<file path="src/drive_seq_regs.svh">
`ifndef DRIVE_SEQ_REGS_SVH
`define DRIVE_SEQ_REGS_SVH

// Register byte offsets on the Avalon-MM slave
`define REG_SEQ_OFS       4'h0
`define REG_DEST_OFS      4'h4
`define REG_CFG_OFS       4'h8
`define REG_STATUS_OFS    4'hc

// Sequencing register field positions
`define SEQ_RUN_FWD       0
`define SEQ_JOG           1
`define SEQ_RUN_REV       2
`define SEQ_DIR           3
`define SEQ_RUN           4
`define SEQ_FWD_LIM       5
`define SEQ_REV_LIM       6
`define SEQ_NOT_STOP      7
`define SEQ_LATCH_EN      8
`define SEQ_JOG_REV       9
`define SEQ_W             10

// Digital I/O configuration field positions
`define CFG_INV_POS       8
`define DEST_CODE_W       4

// Reset values
`define SEQ_RESET         10'h000
`define DEST_RESET        4'h0
`define CFG_RESET         1'b0

// Timing, in the unit of each name
`define CLK_MHZ           10
`define SEQ_TICK_US       4000
`define LIM_TICK_US       250
`define DIO_FILT_US       500
`define FILT_LATENCY      4

`endif

</file>
<file path="src/drive_seq_pkg.sv">
`default_nettype none
package drive_seq_pkg;

  // Destination codes of a digital I/O
  typedef enum logic [3:0] {
    DEST_NONE      = 4'h0,
    DEST_HW_ENABLE = 4'h1,
    DEST_RUN_FWD   = 4'h2,
    DEST_JOG       = 4'h3,
    DEST_RUN_REV   = 4'h4,
    DEST_DIR       = 4'h5,
    DEST_RUN       = 4'h6,
    DEST_FWD_LIM   = 4'h7,
    DEST_REV_LIM   = 4'h8,
    DEST_NOT_STOP  = 4'h9,
    DEST_JOG_REV   = 4'ha
  } dio_dest_e;

  // Jog state machine
  typedef enum logic [2:0] {
    JOG_IDLE = 3'b001,
    JOG_FWD  = 3'b010,
    JOG_REV  = 3'b100
  } jog_state_e;

  // Avalon-MM request from the master
  typedef struct packed {
    logic        read;
    logic        write;
    logic [3:0]  address;
    logic [31:0] writedata;
    logic [3:0]  byteenable;
  } avs_req_s;

  // Avalon-MM answer of the slave
  typedef struct packed {
    logic        waitrequest;
    logic [31:0] readdata;
  } avs_rsp_s;

  // Sequencing bits as sampled
  typedef struct packed {
    logic run_fwd;
    logic jog;
    logic run_rev;
    logic dir;
    logic run;
    logic not_stop;
    logic jog_rev;
  } seq_bits_s;

endpackage : drive_seq_pkg
`default_nettype wire

</file>
<file path="src/in_filter.sv">
`default_nettype none
module in_filter #(
  parameter int FILT_CYCLES = 1
) (
  input  wire logic i_sys_clk,
  input  wire logic i_arst_n,
  input  wire logic i_pin,
  output var  logic o_level
);
  localparam logic [15:0] FILT_M1 = 16'(FILT_CYCLES - 1);

  typedef struct packed {
    logic        sync1;
    logic        sync2;
    logic        sync3;
    logic        level;
    logic [15:0] cnt;
  } filt_s;

  filt_s st;
  filt_s next_st;

  // Three-stage synchroniser, then a steady-time filter on agreeing stages
  always_comb begin
    next_st       = st;
    next_st.sync1 = i_pin;
    next_st.sync2 = st.sync1;
    next_st.sync3 = st.sync2;
    if (st.sync2 == st.sync3) begin
      if (st.sync3 == st.level) begin
        next_st.cnt = 16'h0000;
      end else if (st.cnt >= FILT_M1) begin
        next_st.level = st.sync3;
        next_st.cnt   = 16'h0000;
      end else begin
        next_st.cnt = st.cnt + 16'h0001;
      end
    end
  end

  // State register
  always_ff @(posedge i_sys_clk or negedge i_arst_n) begin
    if (!i_arst_n) begin
      st <= '0;
    end else begin
      st <= next_st;
    end
  end

  assign o_level = st.level;
endmodule : in_filter
`default_nettype wire

</file>
<file path="src/drive_run_sequencer_enable_gating.sv">
// How it works
// [RQ1] An input-mode digital I/O routed to hardware enable acts as fast disable.
// [RQ2] Drive enable is fast-disable level after invert ANDed with safety terminal.
// [RQ3] Safety terminal low removes gate drive at once and status within 4 ms.
// [RQ4] Fast-disable input deactivation disables the drive well inside 600 us.
// [RQ5] Controller should wire its enable to both safety and fast-disable inputs.
// [RQ6] Safety and fast enables must be independent, no direct link between them.
// [RQ7] Run fwd/rev or run plus direction schemes; sequencing bits sampled every 4 ms.
// [RQ8] Controller drives only the chosen scheme's bit pair.
// [RQ9] With latching enabled, run bits latch while not-stop is one.
// [RQ10] Not-stop zero clears all run latches and holds them clear.
// [RQ11] Jog starts only from standstill with no normal run request active.
// [RQ12] Limit inputs answer within 750 us: 500 us filter plus 250 us sampling.
// [RQ13] A limit event stops the motor with zero ramp rate.
// [RQ14] Limit stops depend on direction so the motor can move away.
// [RQ15] Forward limit for positive, reverse for negative, either at zero reference.
// [RQ16] Hardware enable status held zero on fast disable or power-stage trip.
// [RQ17] Software bit writes act at the next sampling instant of that bit.
//
// The placing of the registers and the Avalon-MM interface to the registers were chosen for this implementation.
`default_nettype none
`include "drive_seq_regs.svh"
module drive_run_sequencer_enable_gating #(
  parameter int NUM_DIO         = 6,
  parameter int REF_W           = 16,
  parameter int SEQ_TICK_CYCLES = `SEQ_TICK_US * `CLK_MHZ,
  parameter int DIO_FILT_CYCLES = `DIO_FILT_US * `CLK_MHZ - `FILT_LATENCY
) (
  input  wire logic                     i_sys_clk,
  input  wire logic                     i_arst_n,
  input  wire drive_seq_pkg::avs_req_s  i_avs,
  output var  drive_seq_pkg::avs_rsp_s  o_avs,
  input  wire logic                     i_safety_enable_terminal,
  input  wire logic [NUM_DIO-1:0]       i_dio,
  input  wire logic signed [REF_W-1:0]  i_speed_ref_sum,
  input  wire logic                     i_motor_stopped,
  input  wire logic                     i_power_stage_trip,
  output var  logic                     o_gate_drive_en,
  output var  logic                     o_hardware_enable_status,
  output var  logic                     o_run,
  output var  logic                     o_reverse,
  output var  logic                     o_jog,
  output var  logic                     o_zero_ramp_stop
);
  import drive_seq_pkg::*;

  localparam int          DEST_W     = `DEST_CODE_W * NUM_DIO;
  localparam int          LIM_CYCLES = `LIM_TICK_US * `CLK_MHZ;
  localparam logic [15:0] SEQ_M1     = 16'(SEQ_TICK_CYCLES - 1);
  localparam logic [15:0] LIM_M1     = 16'(LIM_CYCLES - 1);

  typedef struct packed {
    avs_rsp_s            rsp;
    logic [`SEQ_W-1:0]   seq_reg;
    logic [DEST_W-1:0]   dest;
    logic [NUM_DIO-1:0]  in_mode;
    logic [NUM_DIO-1:0]  invert;
    logic [15:0]         seq_cnt;
    logic [15:0]         lim_cnt;
    seq_bits_s           smp;
    logic                l_fwd;
    logic                l_rev;
    logic                l_run;
    logic                lf;
    logic                lr;
    jog_state_e          jog;
    logic                gate;
    logic                hw_status;
    logic                run;
    logic                reverse;
    logic                jog_out;
    logic                zstop;
  } st_s;

  st_s                st;
  st_s                next_st;
  logic [NUM_DIO-1:0] flt;
  logic [NUM_DIO-1:0] dval;
  logic               sto;
  logic               seq_tick;
  logic               lim_tick;
  logic               fok;
  logic               run_req;

  // Merge write data into a register under byte enables
  function automatic logic [31:0] be_merge(input logic [31:0] old, input logic [31:0] wd,
                                           input logic [3:0] be);
    logic [31:0] r;
    r = old;
    for (int b = 0; b < 4; b++) begin
      if (be[b]) r[b*8 +: 8] = wd[b*8 +: 8];
    end
    return r;
  endfunction : be_merge

  // OR of all input-mode I/O routed to one destination
  function automatic logic routed(input dio_dest_e code, input logic [NUM_DIO-1:0] val,
                                  input logic [NUM_DIO-1:0] mode,
                                  input logic [DEST_W-1:0] dest);
    logic r;
    r = 1'b0;
    for (int i = 0; i < NUM_DIO; i++) begin
      if (mode[i] && dest[i*`DEST_CODE_W +: `DEST_CODE_W] == code) r = r | val[i];
    end
    return r;
  endfunction : routed

  // Synchronise and filter every digital I/O
  generate
    for (genvar g = 0; g < NUM_DIO; g++) begin : g_dio
      in_filter #(.FILT_CYCLES(DIO_FILT_CYCLES)) u_filt (
        .i_sys_clk (i_sys_clk),
        .i_arst_n  (i_arst_n),
        .i_pin     (i_dio[g]),
        .o_level   (flt[g])
      );
    end
  endgenerate

  // Safety terminal passes the synchroniser only
  in_filter #(.FILT_CYCLES(1)) u_sto (
    .i_sys_clk (i_sys_clk),
    .i_arst_n  (i_arst_n),
    .i_pin     (i_safety_enable_terminal),
    .o_level   (sto)
  );

  // Invert applied before routing; sampling ticks
  assign dval     = flt ^ st.invert;
  assign seq_tick = (st.seq_cnt == SEQ_M1);
  assign lim_tick = (st.lim_cnt == LIM_M1);

  // Fast-disable level: AND of all input-mode I/O routed to hardware enable
  always_comb begin
    fok = 1'b1;
    for (int i = 0; i < NUM_DIO; i++) begin
      if (st.in_mode[i] && st.dest[i*`DEST_CODE_W +: `DEST_CODE_W] == DEST_HW_ENABLE
          && !dval[i]) begin
        fok = 1'b0; // [RQ1]
      end
    end
  end

  // Next-state logic: bus slave, sampling, sequencer, limits, enable
  always_comb begin
    seq_bits_s   s;
    logic        eff_fwd;
    logic        eff_rev;
    logic        eff_run;
    logic        rev_dir;
    logic [31:0] m;
    s       = st.smp;
    eff_fwd = 1'b0;
    eff_rev = 1'b0;
    eff_run = 1'b0;
    rev_dir = 1'b0;
    m       = 32'h0000_0000;
    run_req = 1'b0;
    next_st = st;

    next_st.seq_cnt = seq_tick ? 16'h0000 : st.seq_cnt + 16'h0001;
    next_st.lim_cnt = lim_tick ? 16'h0000 : st.lim_cnt + 16'h0001;

    // One wait state, then the answer; write lands on the completing edge
    next_st.rsp.waitrequest = 1'b1;
    if ((i_avs.read || i_avs.write) && st.rsp.waitrequest) begin
      next_st.rsp.waitrequest = 1'b0;
      if (i_avs.read) begin
        if (i_avs.address == `REG_SEQ_OFS) begin
          next_st.rsp.readdata = 32'(st.seq_reg);
        end else if (i_avs.address == `REG_DEST_OFS) begin
          next_st.rsp.readdata = 32'(st.dest);
        end else if (i_avs.address == `REG_CFG_OFS) begin
          next_st.rsp.readdata = 32'(st.in_mode) | (32'(st.invert) << `CFG_INV_POS);
        end else if (i_avs.address == `REG_STATUS_OFS) begin
          next_st.rsp.readdata = 32'({flt, 1'b0, sto, st.zstop, st.jog_out, st.reverse,
                                      st.run, st.gate, st.hw_status});
        end else begin
          next_st.rsp.readdata = 32'h0000_0000;
        end
      end
    end
    if (i_avs.write && !st.rsp.waitrequest) begin
      if (i_avs.address == `REG_SEQ_OFS) begin
        m               = be_merge(32'(st.seq_reg), i_avs.writedata, i_avs.byteenable);
        next_st.seq_reg = m[`SEQ_W-1:0]; // [RQ17]
      end else if (i_avs.address == `REG_DEST_OFS) begin
        m            = be_merge(32'(st.dest), i_avs.writedata, i_avs.byteenable);
        next_st.dest = m[DEST_W-1:0];
      end else if (i_avs.address == `REG_CFG_OFS) begin
        m               = be_merge(32'(st.in_mode) | (32'(st.invert) << `CFG_INV_POS),
                                   i_avs.writedata, i_avs.byteenable);
        next_st.in_mode = m[NUM_DIO-1:0];
        next_st.invert  = m[`CFG_INV_POS +: NUM_DIO];
      end
    end

    // Sequencing bits: software bit ORed with routed inputs, taken at the 4 ms tick
    if (seq_tick) begin
      s.run_fwd  = st.seq_reg[`SEQ_RUN_FWD]  | routed(DEST_RUN_FWD, dval, st.in_mode, st.dest);
      s.jog      = st.seq_reg[`SEQ_JOG]      | routed(DEST_JOG, dval, st.in_mode, st.dest);
      s.run_rev  = st.seq_reg[`SEQ_RUN_REV]  | routed(DEST_RUN_REV, dval, st.in_mode, st.dest);
      s.dir      = st.seq_reg[`SEQ_DIR]      | routed(DEST_DIR, dval, st.in_mode, st.dest);
      s.run      = st.seq_reg[`SEQ_RUN]      | routed(DEST_RUN, dval, st.in_mode, st.dest);
      s.not_stop = st.seq_reg[`SEQ_NOT_STOP] | routed(DEST_NOT_STOP, dval, st.in_mode, st.dest);
      s.jog_rev  = st.seq_reg[`SEQ_JOG_REV]  | routed(DEST_JOG_REV, dval, st.in_mode, st.dest);
      next_st.smp = s; // [RQ7] [RQ17]

      // Latches set while not-stop is one, cleared and held while it is zero
      if (st.seq_reg[`SEQ_LATCH_EN] && s.not_stop) begin
        next_st.l_fwd = st.l_fwd | s.run_fwd; // [RQ9]
        next_st.l_rev = st.l_rev | s.run_rev;
        next_st.l_run = st.l_run | s.run;
      end else begin
        next_st.l_fwd = 1'b0; // [RQ10]
        next_st.l_rev = 1'b0;
        next_st.l_run = 1'b0;
      end
      eff_fwd = st.seq_reg[`SEQ_LATCH_EN] ? next_st.l_fwd : s.run_fwd;
      eff_rev = st.seq_reg[`SEQ_LATCH_EN] ? next_st.l_rev : s.run_rev;
      eff_run = st.seq_reg[`SEQ_LATCH_EN] ? next_st.l_run : s.run;
      run_req = eff_fwd | eff_rev | eff_run;
      rev_dir = eff_run ? s.dir : (eff_rev & ~eff_fwd); // [RQ7]

      // Jog only from standstill on a new jog bit with no run request
      case (st.jog)
        JOG_IDLE: begin
          if (!run_req && i_motor_stopped) begin
            if (s.jog && !st.smp.jog) begin
              next_st.jog = JOG_FWD; // [RQ11]
            end else if (s.jog_rev && !st.smp.jog_rev) begin
              next_st.jog = JOG_REV; // [RQ11]
            end
          end
        end
        JOG_FWD: begin
          if (run_req || !s.jog) next_st.jog = JOG_IDLE;
        end
        JOG_REV: begin
          if (run_req || !s.jog_rev) next_st.jog = JOG_IDLE;
        end
        default: begin
          next_st.jog = JOG_IDLE;
        end
      endcase
      next_st.jog_out = (next_st.jog != JOG_IDLE);
      next_st.run     = run_req | next_st.jog_out;
      next_st.reverse = run_req ? rev_dir : (next_st.jog == JOG_REV);
    end

    // Limit bits taken at the 250 us tick
    if (lim_tick) begin
      next_st.lf = st.seq_reg[`SEQ_FWD_LIM] | routed(DEST_FWD_LIM, dval, st.in_mode, st.dest); // [RQ12]
      next_st.lr = st.seq_reg[`SEQ_REV_LIM] | routed(DEST_REV_LIM, dval, st.in_mode, st.dest);
    end

    // Direction-dependent zero-ramp stop
    if (i_speed_ref_sum > 0) begin
      next_st.zstop = st.lf; // [RQ13] [RQ14] [RQ15]
    end else if (i_speed_ref_sum < 0) begin
      next_st.zstop = st.lr; // [RQ14] [RQ15]
    end else begin
      next_st.zstop = st.lf | st.lr; // [RQ15]
    end

    // Gate drive follows safety AND fast level every cycle; status takes safety on the 4 ms tick, cleared at once by fast disable or trip
    next_st.gate = sto & fok; // [RQ2] [RQ3]
    if (!fok || i_power_stage_trip) begin
      next_st.hw_status = 1'b0; // [RQ4] [RQ16]
    end else if (seq_tick) begin
      next_st.hw_status = sto; // [RQ2] [RQ3]
    end
  end

  // State register
  always_ff @(posedge i_sys_clk or negedge i_arst_n) begin
    if (!i_arst_n) begin
      st                 <= '0;
      st.rsp.waitrequest <= 1'b1;
      st.seq_reg         <= `SEQ_RESET;
      st.dest            <= {NUM_DIO{`DEST_RESET}};
      st.in_mode         <= {NUM_DIO{`CFG_RESET}};
      st.invert          <= {NUM_DIO{`CFG_RESET}};
      st.jog             <= JOG_IDLE;
    end else begin
      st <= next_st;
    end
  end

  // Outputs straight from the state register
  assign o_avs                    = st.rsp;
  assign o_gate_drive_en          = st.gate;
  assign o_hardware_enable_status = st.hw_status;
  assign o_run                    = st.run;
  assign o_reverse                = st.reverse;
  assign o_jog                    = st.jog_out;
  assign o_zero_ramp_stop         = st.zstop;
endmodule : drive_run_sequencer_enable_gating
`default_nettype wire

</file>
<file path="config.mk">
export PLATFORM = sky130hd
export DESIGN_NAME = drive_run_sequencer_enable_gating
export DESIGN_NICKNAME = d
export VERILOG_FILES = /design/src/drive_seq_pkg.sv /design/src/in_filter.sv /design/src/drive_run_sequencer_enable_gating.sv
export VERILOG_INCLUDE_DIRS = /design/src
export SDC_FILE = /design/constraint.sdc
export NUM_CORES = 1
export LEC_CHECK = 0
export BUFFER_PORTS_ARGS = -buffer_cell sky130_fd_sc_hd__buf_2
export CORE_AREA = 2 2 167 169
export DETAILED_ROUTE_END_ITERATION = 12
export DIE_AREA = 0 0 169 171
export PLACE_DENSITY = 0.67
export SETUP_SLACK_MARGIN = 0.3
export SYNTH_ARGS = -nofsm -noshare
export SYNTH_HDL_FRONTEND = slang
export SYNTH_SLANG_ARGS = --single-unit
</file>
<file path="constraint.sdc">
create_clock -name i_sys_clk -period 6.7 [get_ports i_sys_clk]
set_clock_uncertainty 0.1 [all_clocks]
set_input_delay 0.67 -clock i_sys_clk [delete_from_list [all_inputs] [get_ports i_sys_clk]]
set_output_delay 0.67 -clock i_sys_clk [all_outputs]
set_load 0.01 [all_outputs]
</file>
======== Word level (Yosys, flattened, before mapping) ========
Index checks and enable logic that the tools add are counted.
word-level totals
  register bits after elaboration ......... 267
  input bits .............................. 69
  output and inout bits ................... 39
cells by class
  add/subtract/negate cells ............... 9
  order comparisons ....................... 9
  eq/ne operators ......................... 84
  mux-type cells .......................... 156
  bitwise gates (word level) .............. 75
  reductions and logical operators ........ 105
operator list
  cell                                                                           number
  16-bit 2-to-1 mux                                                              16
  16-bit by 1-bit adder with 16-bit output, second input constant                9
  1-bit 2-to-1 mux                                                               123
  4-bit by 3-bit equality test with 1-bit output, second input constant          25
  16-bit by 13-bit >= comparator with 1-bit output, second input constant        6
  4-bit equality test, second input constant                                     20
  1-bit logical AND                                                              72
  32-bit 2-to-1 mux                                                              2
  1-bit bitwise OR                                                               61
  4-bit by 2-bit equality test with 1-bit output, second input constant          12
  33-bit 2-to-1 mux                                                              1
  14-bit 2-to-1 mux                                                              2
  3-bit AND reduction                                                            9
  4-bit by 1-bit equality test with 1-bit output, second input constant          6
  24-bit 2-to-1 mux                                                              1
  3-bit 2-to-1 mux                                                               8
  16-bit by 12-bit equality test with 1-bit output, second input constant        1
  16-bit equality test, second input constant                                    1
  16-bit by 1-bit >= comparator with 1-bit output, second input constant         1
  16-bit by 1-bit > comparator with 1-bit output, second input constant          1
  16-bit by 1-bit less-than comparator with 1-bit output, second input constant  1
  4-bit AND reduction                                                            4
  1-bit equality test                                                            14
  6-bit by 14-bit bitwise OR with 14-bit output                                  1
  14 further kinds                                                               41

======== Depth between registers and ports, before layout ========
  depth after elaboration ................. 33
  mapped depth ............................ 9

======== By module ========
Synthesis repeated with hierarchy kept, for this count alone.
unflattened totals
  cell total of the unflattened synthesis .. 1256
  area, all modules ....................... 12878.6 µm²
by module, submodules not included
  module                             instances  cells each  area an instance (µm²)  sequential area each (µm²)
  drive_run_sequencer_enable_gating  1          649         6373.6                  2980.4
  in_filter at g_dio[0].u_filt ...   5          101         1083.5                  500.5
  in_filter at g_dio[5].u_filt       1          97          975.9                   500.5
  in_filter at u_sto                 1          5           111.4                   100.1

======== Worst setup path before layout ========
OpenSTA, ideal clock, no wires.
  path kind ............................... register to register
  from .................................... register g_dio[3].u_filt.st, in the netlist g_dio[3].u_filt.o_level
  to ...................................... register st, in the netlist o_jog
  setup time .............................. 75 ps
  arrival ................................. 2182 ps
  data required time ...................... 6525 ps
  path slack .............................. 4343 ps
  cell stages (with the launch flop) ...... 9
  cells stage by stage .................... dfrtp_1 > buf_6 > xnor2_4 > nor4_1 > or4_1 > or3_1 > o31a_1 > nand2b_4 > o2bb2ai_2
on the way
  word-level cells in the longest chain between the ends .. 23
RTL lines
  element                                       RTL line                                                                            source
  start, declared                               in_filter.sv:20                                                                     filt_s st;
  start signal, assigned                        in_filter.sv:46                                                                     st <= next_st;
  6-bit XOR (*)                                 drive_run_sequencer_enable_gating.sv:129                                            assign dval = flt ^ st.invert;
  1-bit bitwise OR                              drive_run_sequencer_enable_gating.sv:103                                            if (mode[i] && dest[i*`DEST_CODE_W +: `DEST_CODE_W] == code) r = r | val[i];
  1-bit 2-to-1 mux                              drive_run_sequencer_enable_gating.sv:103
  1-bit 2-to-1 mux                              drive_run_sequencer_enable_gating.sv:199                                            if (seq_tick) begin
  1-bit bitwise OR                              drive_run_sequencer_enable_gating.sv:103
  1-bit 2-to-1 mux                              drive_run_sequencer_enable_gating.sv:103
  1-bit 2-to-1 mux                              drive_run_sequencer_enable_gating.sv:199
  1-bit bitwise OR                              drive_run_sequencer_enable_gating.sv:103
  [6 not listed]                                n/a
  1-bit 2-to-1 mux (on tied branches)           drive_run_sequencer_enable_gating.sv:219, drive_run_sequencer_enable_gating.sv:220
  1-bit bitwise OR (2 in series)                drive_run_sequencer_enable_gating.sv:222                                            run_req = eff_fwd | eff_rev | eff_run;
  1-bit logical NOT                             drive_run_sequencer_enable_gating.sv:228                                            if (!run_req && i_motor_stopped) begin
  1-bit logical AND                             drive_run_sequencer_enable_gating.sv:228
  3-bit 2-to-1 mux                              drive_run_sequencer_enable_gating.sv:228
  3-bit case mux with 3 select lines (*)        drive_run_sequencer_enable_gating.sv:226                                            case (st.jog)
  3-bit 2-to-1 mux (*)                          drive_run_sequencer_enable_gating.sv:199
  3-bit by 1-bit != test with 1-bit output (*)  drive_run_sequencer_enable_gating.sv:246                                            next_st.jog_out = (next_st.jog != JOG_IDLE);
  end signal, assigned                          drive_run_sequencer_enable_gating.sv:286                                            st <= next_st;
  end, declared                                 drive_run_sequencer_enable_gating.sv:75                                             st_s st;
Mark *: on every way between the ends. The rest lies on a longest branch, timed or not. The select of a mux whose other input is x is not followed.
A chain may end at the register's enable or synchronous reset.

======== Worst setup path in the final report ========
  from .................................... register g_dio[0].u_filt.st[6] (netlist name)
  to ...................................... register g_dio[0].u_filt.st[12] (netlist name)
on the way
  word-level cells in the longest chain between the ends .. 3
RTL lines
  element                                                                                                       RTL line                          source
  start, declared                                                                                               in_filter.sv:20
  start signal, assigned                                                                                        in_filter.sv:46
  16-bit by 1-bit adder with 16-bit output or 16-bit by 13-bit >= comparator with 1-bit output (tied branches)  in_filter.sv:36, in_filter.sv:32
  16-bit 2-to-1 mux (*)                                                                                         in_filter.sv:32                   end else if (st.cnt >= FILT_M1) begin
  16-bit 2-to-1 mux (*)                                                                                         in_filter.sv:30                   if (st.sync3 == st.level) begin
Mark *: on every way between the ends. The rest lies on a longest branch, timed or not.

==> metrics.yaml <==
status:
  status: "complete, no violations"
routing:
  vias: 9462
  wl_um: 28400
  wl_met1_um: 13100
  drcViolationCount: 0
  drtIter0Drc: 833
  wl_met3_um: 1780
  via_per_inst: 5.62
  ant_nets: 0
  wl_met2_um: 12800
  top_layer_used: "met5"
  firstDrtPassIters: 7
  avgRoutedWirePerCell_um: 16.9
grt:
  grt-ovfl-total: 0
  grt_pass1_vias: 8975
  grtUsageTotal_pct: 19.7
  grt_pass1_wl_um: 46500
  grt_max_degree: 157
  antenna_found_initial: 9
cts:
  cts_htree_levels: 1
  cts_made_buffers: 27
  ctsResizeCount: 0
  insertion_delay_ns: 0.55
  ctsHoldBuffers: 0
  cts_setup_buffers: 0
  cts.sinks: 243
  cts_tree: "yes"
  cts_root_buffer: "clkbuf_16"
  clk_pin_slew_ns: 0.06
  clock_path_buffers: 3
synth:
  synth_edf_count: 0
  ys.flop_type: "dfrtp_1"
  synth-seq-area-share_pct: 50.6
  yosysWarningCount: 0
  async_reset_ff_share_pct: 100
  syn_area_sq_um: 12000
  synth_cells: 1255
  ys_ff_latch: 243
  avgSynthCellArea_sq_um: 9.58
  synthDistinctLibCells: 63
run:
  cap_violations: 0
worst_hold_path:
  hp-class: "input port to asynchronous set/reset pin"
setup_path:
  cp_max_fo: 18
  path_class: "flop to flop"
  crit_arrival_ns: 3.18
  crit_path_end_kind: "flop"
  crit_required_ns: 7.04
  start_kind: "flop"
placed_design:
  place_worst_setup_slack_ns: 3.44
  hpwl_um: 19900
  place_congestion: 0.943
  port-buffer-count: 90
power:
  power.leakage_nw: 6.00
  p_per_area_nw_per_um2: 257
  ir_worst_vdd_uv: 190
  power_mw: 3.48
timing:
  finalMaxSlewViolations: 0
  timing_hold_violations_final: 0
  finalSetupViolCount: 0
  clock.fmax_mhz: 353
  max_slew_margin_pct: 23.1
  fin_crit_sh_pct: 42.3
  fin_setup_tns_ns: 0
  setup_slack_ns: 3.87
  tightest_slew_ns: 1.15
  period_needed_ns: 2.83
  rsz0062_at_grt: "no"
die:
  die_y_um: 171
  start_util_pct: 44.0
  coreArea_sq_um: 27300
  ios: 108
  die_area_sq_um: 28900
  die_w_um: 169
  rows: 61
layout:
  final_common_cell: "dfrtp_1"
  fin_nets: 1389
  drive_gt1_share_pct: 14.8
  syn2layout_area_growth_pct: 12.7
  mostFrequentLayoutCells: "241 x dfrtp_1, 135 x nand2_1, 117 x nor2_1"
## per-stage QoR
stage	std cells	utilization, %	hold slack (ns)	cell area, sq um
floorplan	1262	-	0.231	12000
global placement	1629	46.1	0.232	12600
detailed placement	1629	46.1	0.236	12600
CTS	1679	49.5	0.0584	13500
global route	1681	49.6	0.0885	13500
finish	1683	49.6	0.0455	13500
## power breakdown
group | internal (mW) | switching, mW
logic | 0.117 | 0.183
registers | 1.54 | 0.0920
clock network | 0.943 | 0.609
total | 2.60 | 0.884
## Yosys cell counts (10+ instances only)
cell type	number	share of area, %
and3_1	35	1.8
o21ai_1	73	3.0
nor3_1	31	1.3
nor2b_1	24	1.2
o21ai_0	82	3.4
nand4_1	33	1.7
nand3_1	60	2.5
o31ai_1	20	1.2
xnor2_1	23	1.7
nor2_1	117	3.7
inv_1	12	0.37
dfrtp_1	241	50
and2_1	25	1.3
nand2_1	135	4.2
a31oi_1	11	0.57
nor4_1	19	0.99
mux2_2	37	3.5
a21oi_1	49	2.0
xor2_1	22	1.6
buf_4	33	2.1
o41ai_1	10	0.73
nand2b_1	17	0.88
clkbuf_1	36	1.1
## worst paths after layout
check                                             from                           to  slack [ns]  cells after the start
setup / recovery                 g_dio[0].u_filt.st[6]       g_dio[0].u_filt.st[12]        3.87                      7
hold / removal                                i_arst_n        g_dio[3].u_filt.st[1]        0.05                      1
setup reg to reg                 g_dio[0].u_filt.st[6]       g_dio[0].u_filt.st[12]        3.87                      7
hold reg to reg            g_dio[3].u_filt.next_st[18]  g_dio[3].u_filt.next_st[17]        0.25                      0
max in group asynchronous                     i_arst_n                       st[93]        5.19                      2
min in group i_sys_clk                        i_dio[4]  g_dio[4].u_filt.next_st[18]        0.13                      1
## registers in the layout (all words and copies together), names as in the netlist
register,cells
g_dio.u_filt.st,102
st,88
o_avs,25
g_dio.u_filt.next_st,12
g_dio.u_filt.o_level,6
u_sto.next_st,2
o_gate_drive_en,1
o_hardware_enable_status,1
o_jog,1
o_reverse,1
o_run,1
o_zero_ramp_stop,1
u_sto.o_level,1
u_sto.st,1
## critical path, cell delays in order, from the launching register on
cell,delay (ns)
dfrtp_1,0.43
nor4_1,0.30
a21oi_1,0.13
o31ai_2,0.47
nand3_1,0.63
nor3_1,0.45
a31oi_1,0.12
a21oi_1,0.12
## cells by family after synthesis
logic type	count (synthesis)	share of synthesized area [%]
AO/OA/AOI/OAI	280	13.7
XOR/XNOR	49	3.91
flip-flops	243	50.6
multiplexers	46	4.30
adder cells (fa/ha/maj)	9	0.916
other	1	0.0312
buffers and inverters	85	3.78
AND/OR/NAND/NOR	542	22.7
## layout make-up
type                       instances  area [sq um]
fill                            2558         13800
sequential                       243          6080
multi-input combinational        934          5520
clock buffer                      36           790
timing repair buffer              94           503
tap                              346           433
clock inverter                    14           160
inverter                          12          45.0
antenna                            4          10.0
## routing by layer
layer / track usage, % / vias up
li1: - / 4578
met3: 4.30 / 58
met2: 30.4 / 233
met5: 0 / -
met4: 6.24 / 10
met1: 27.9 / 4583
(Power assumes the default switching activity.)
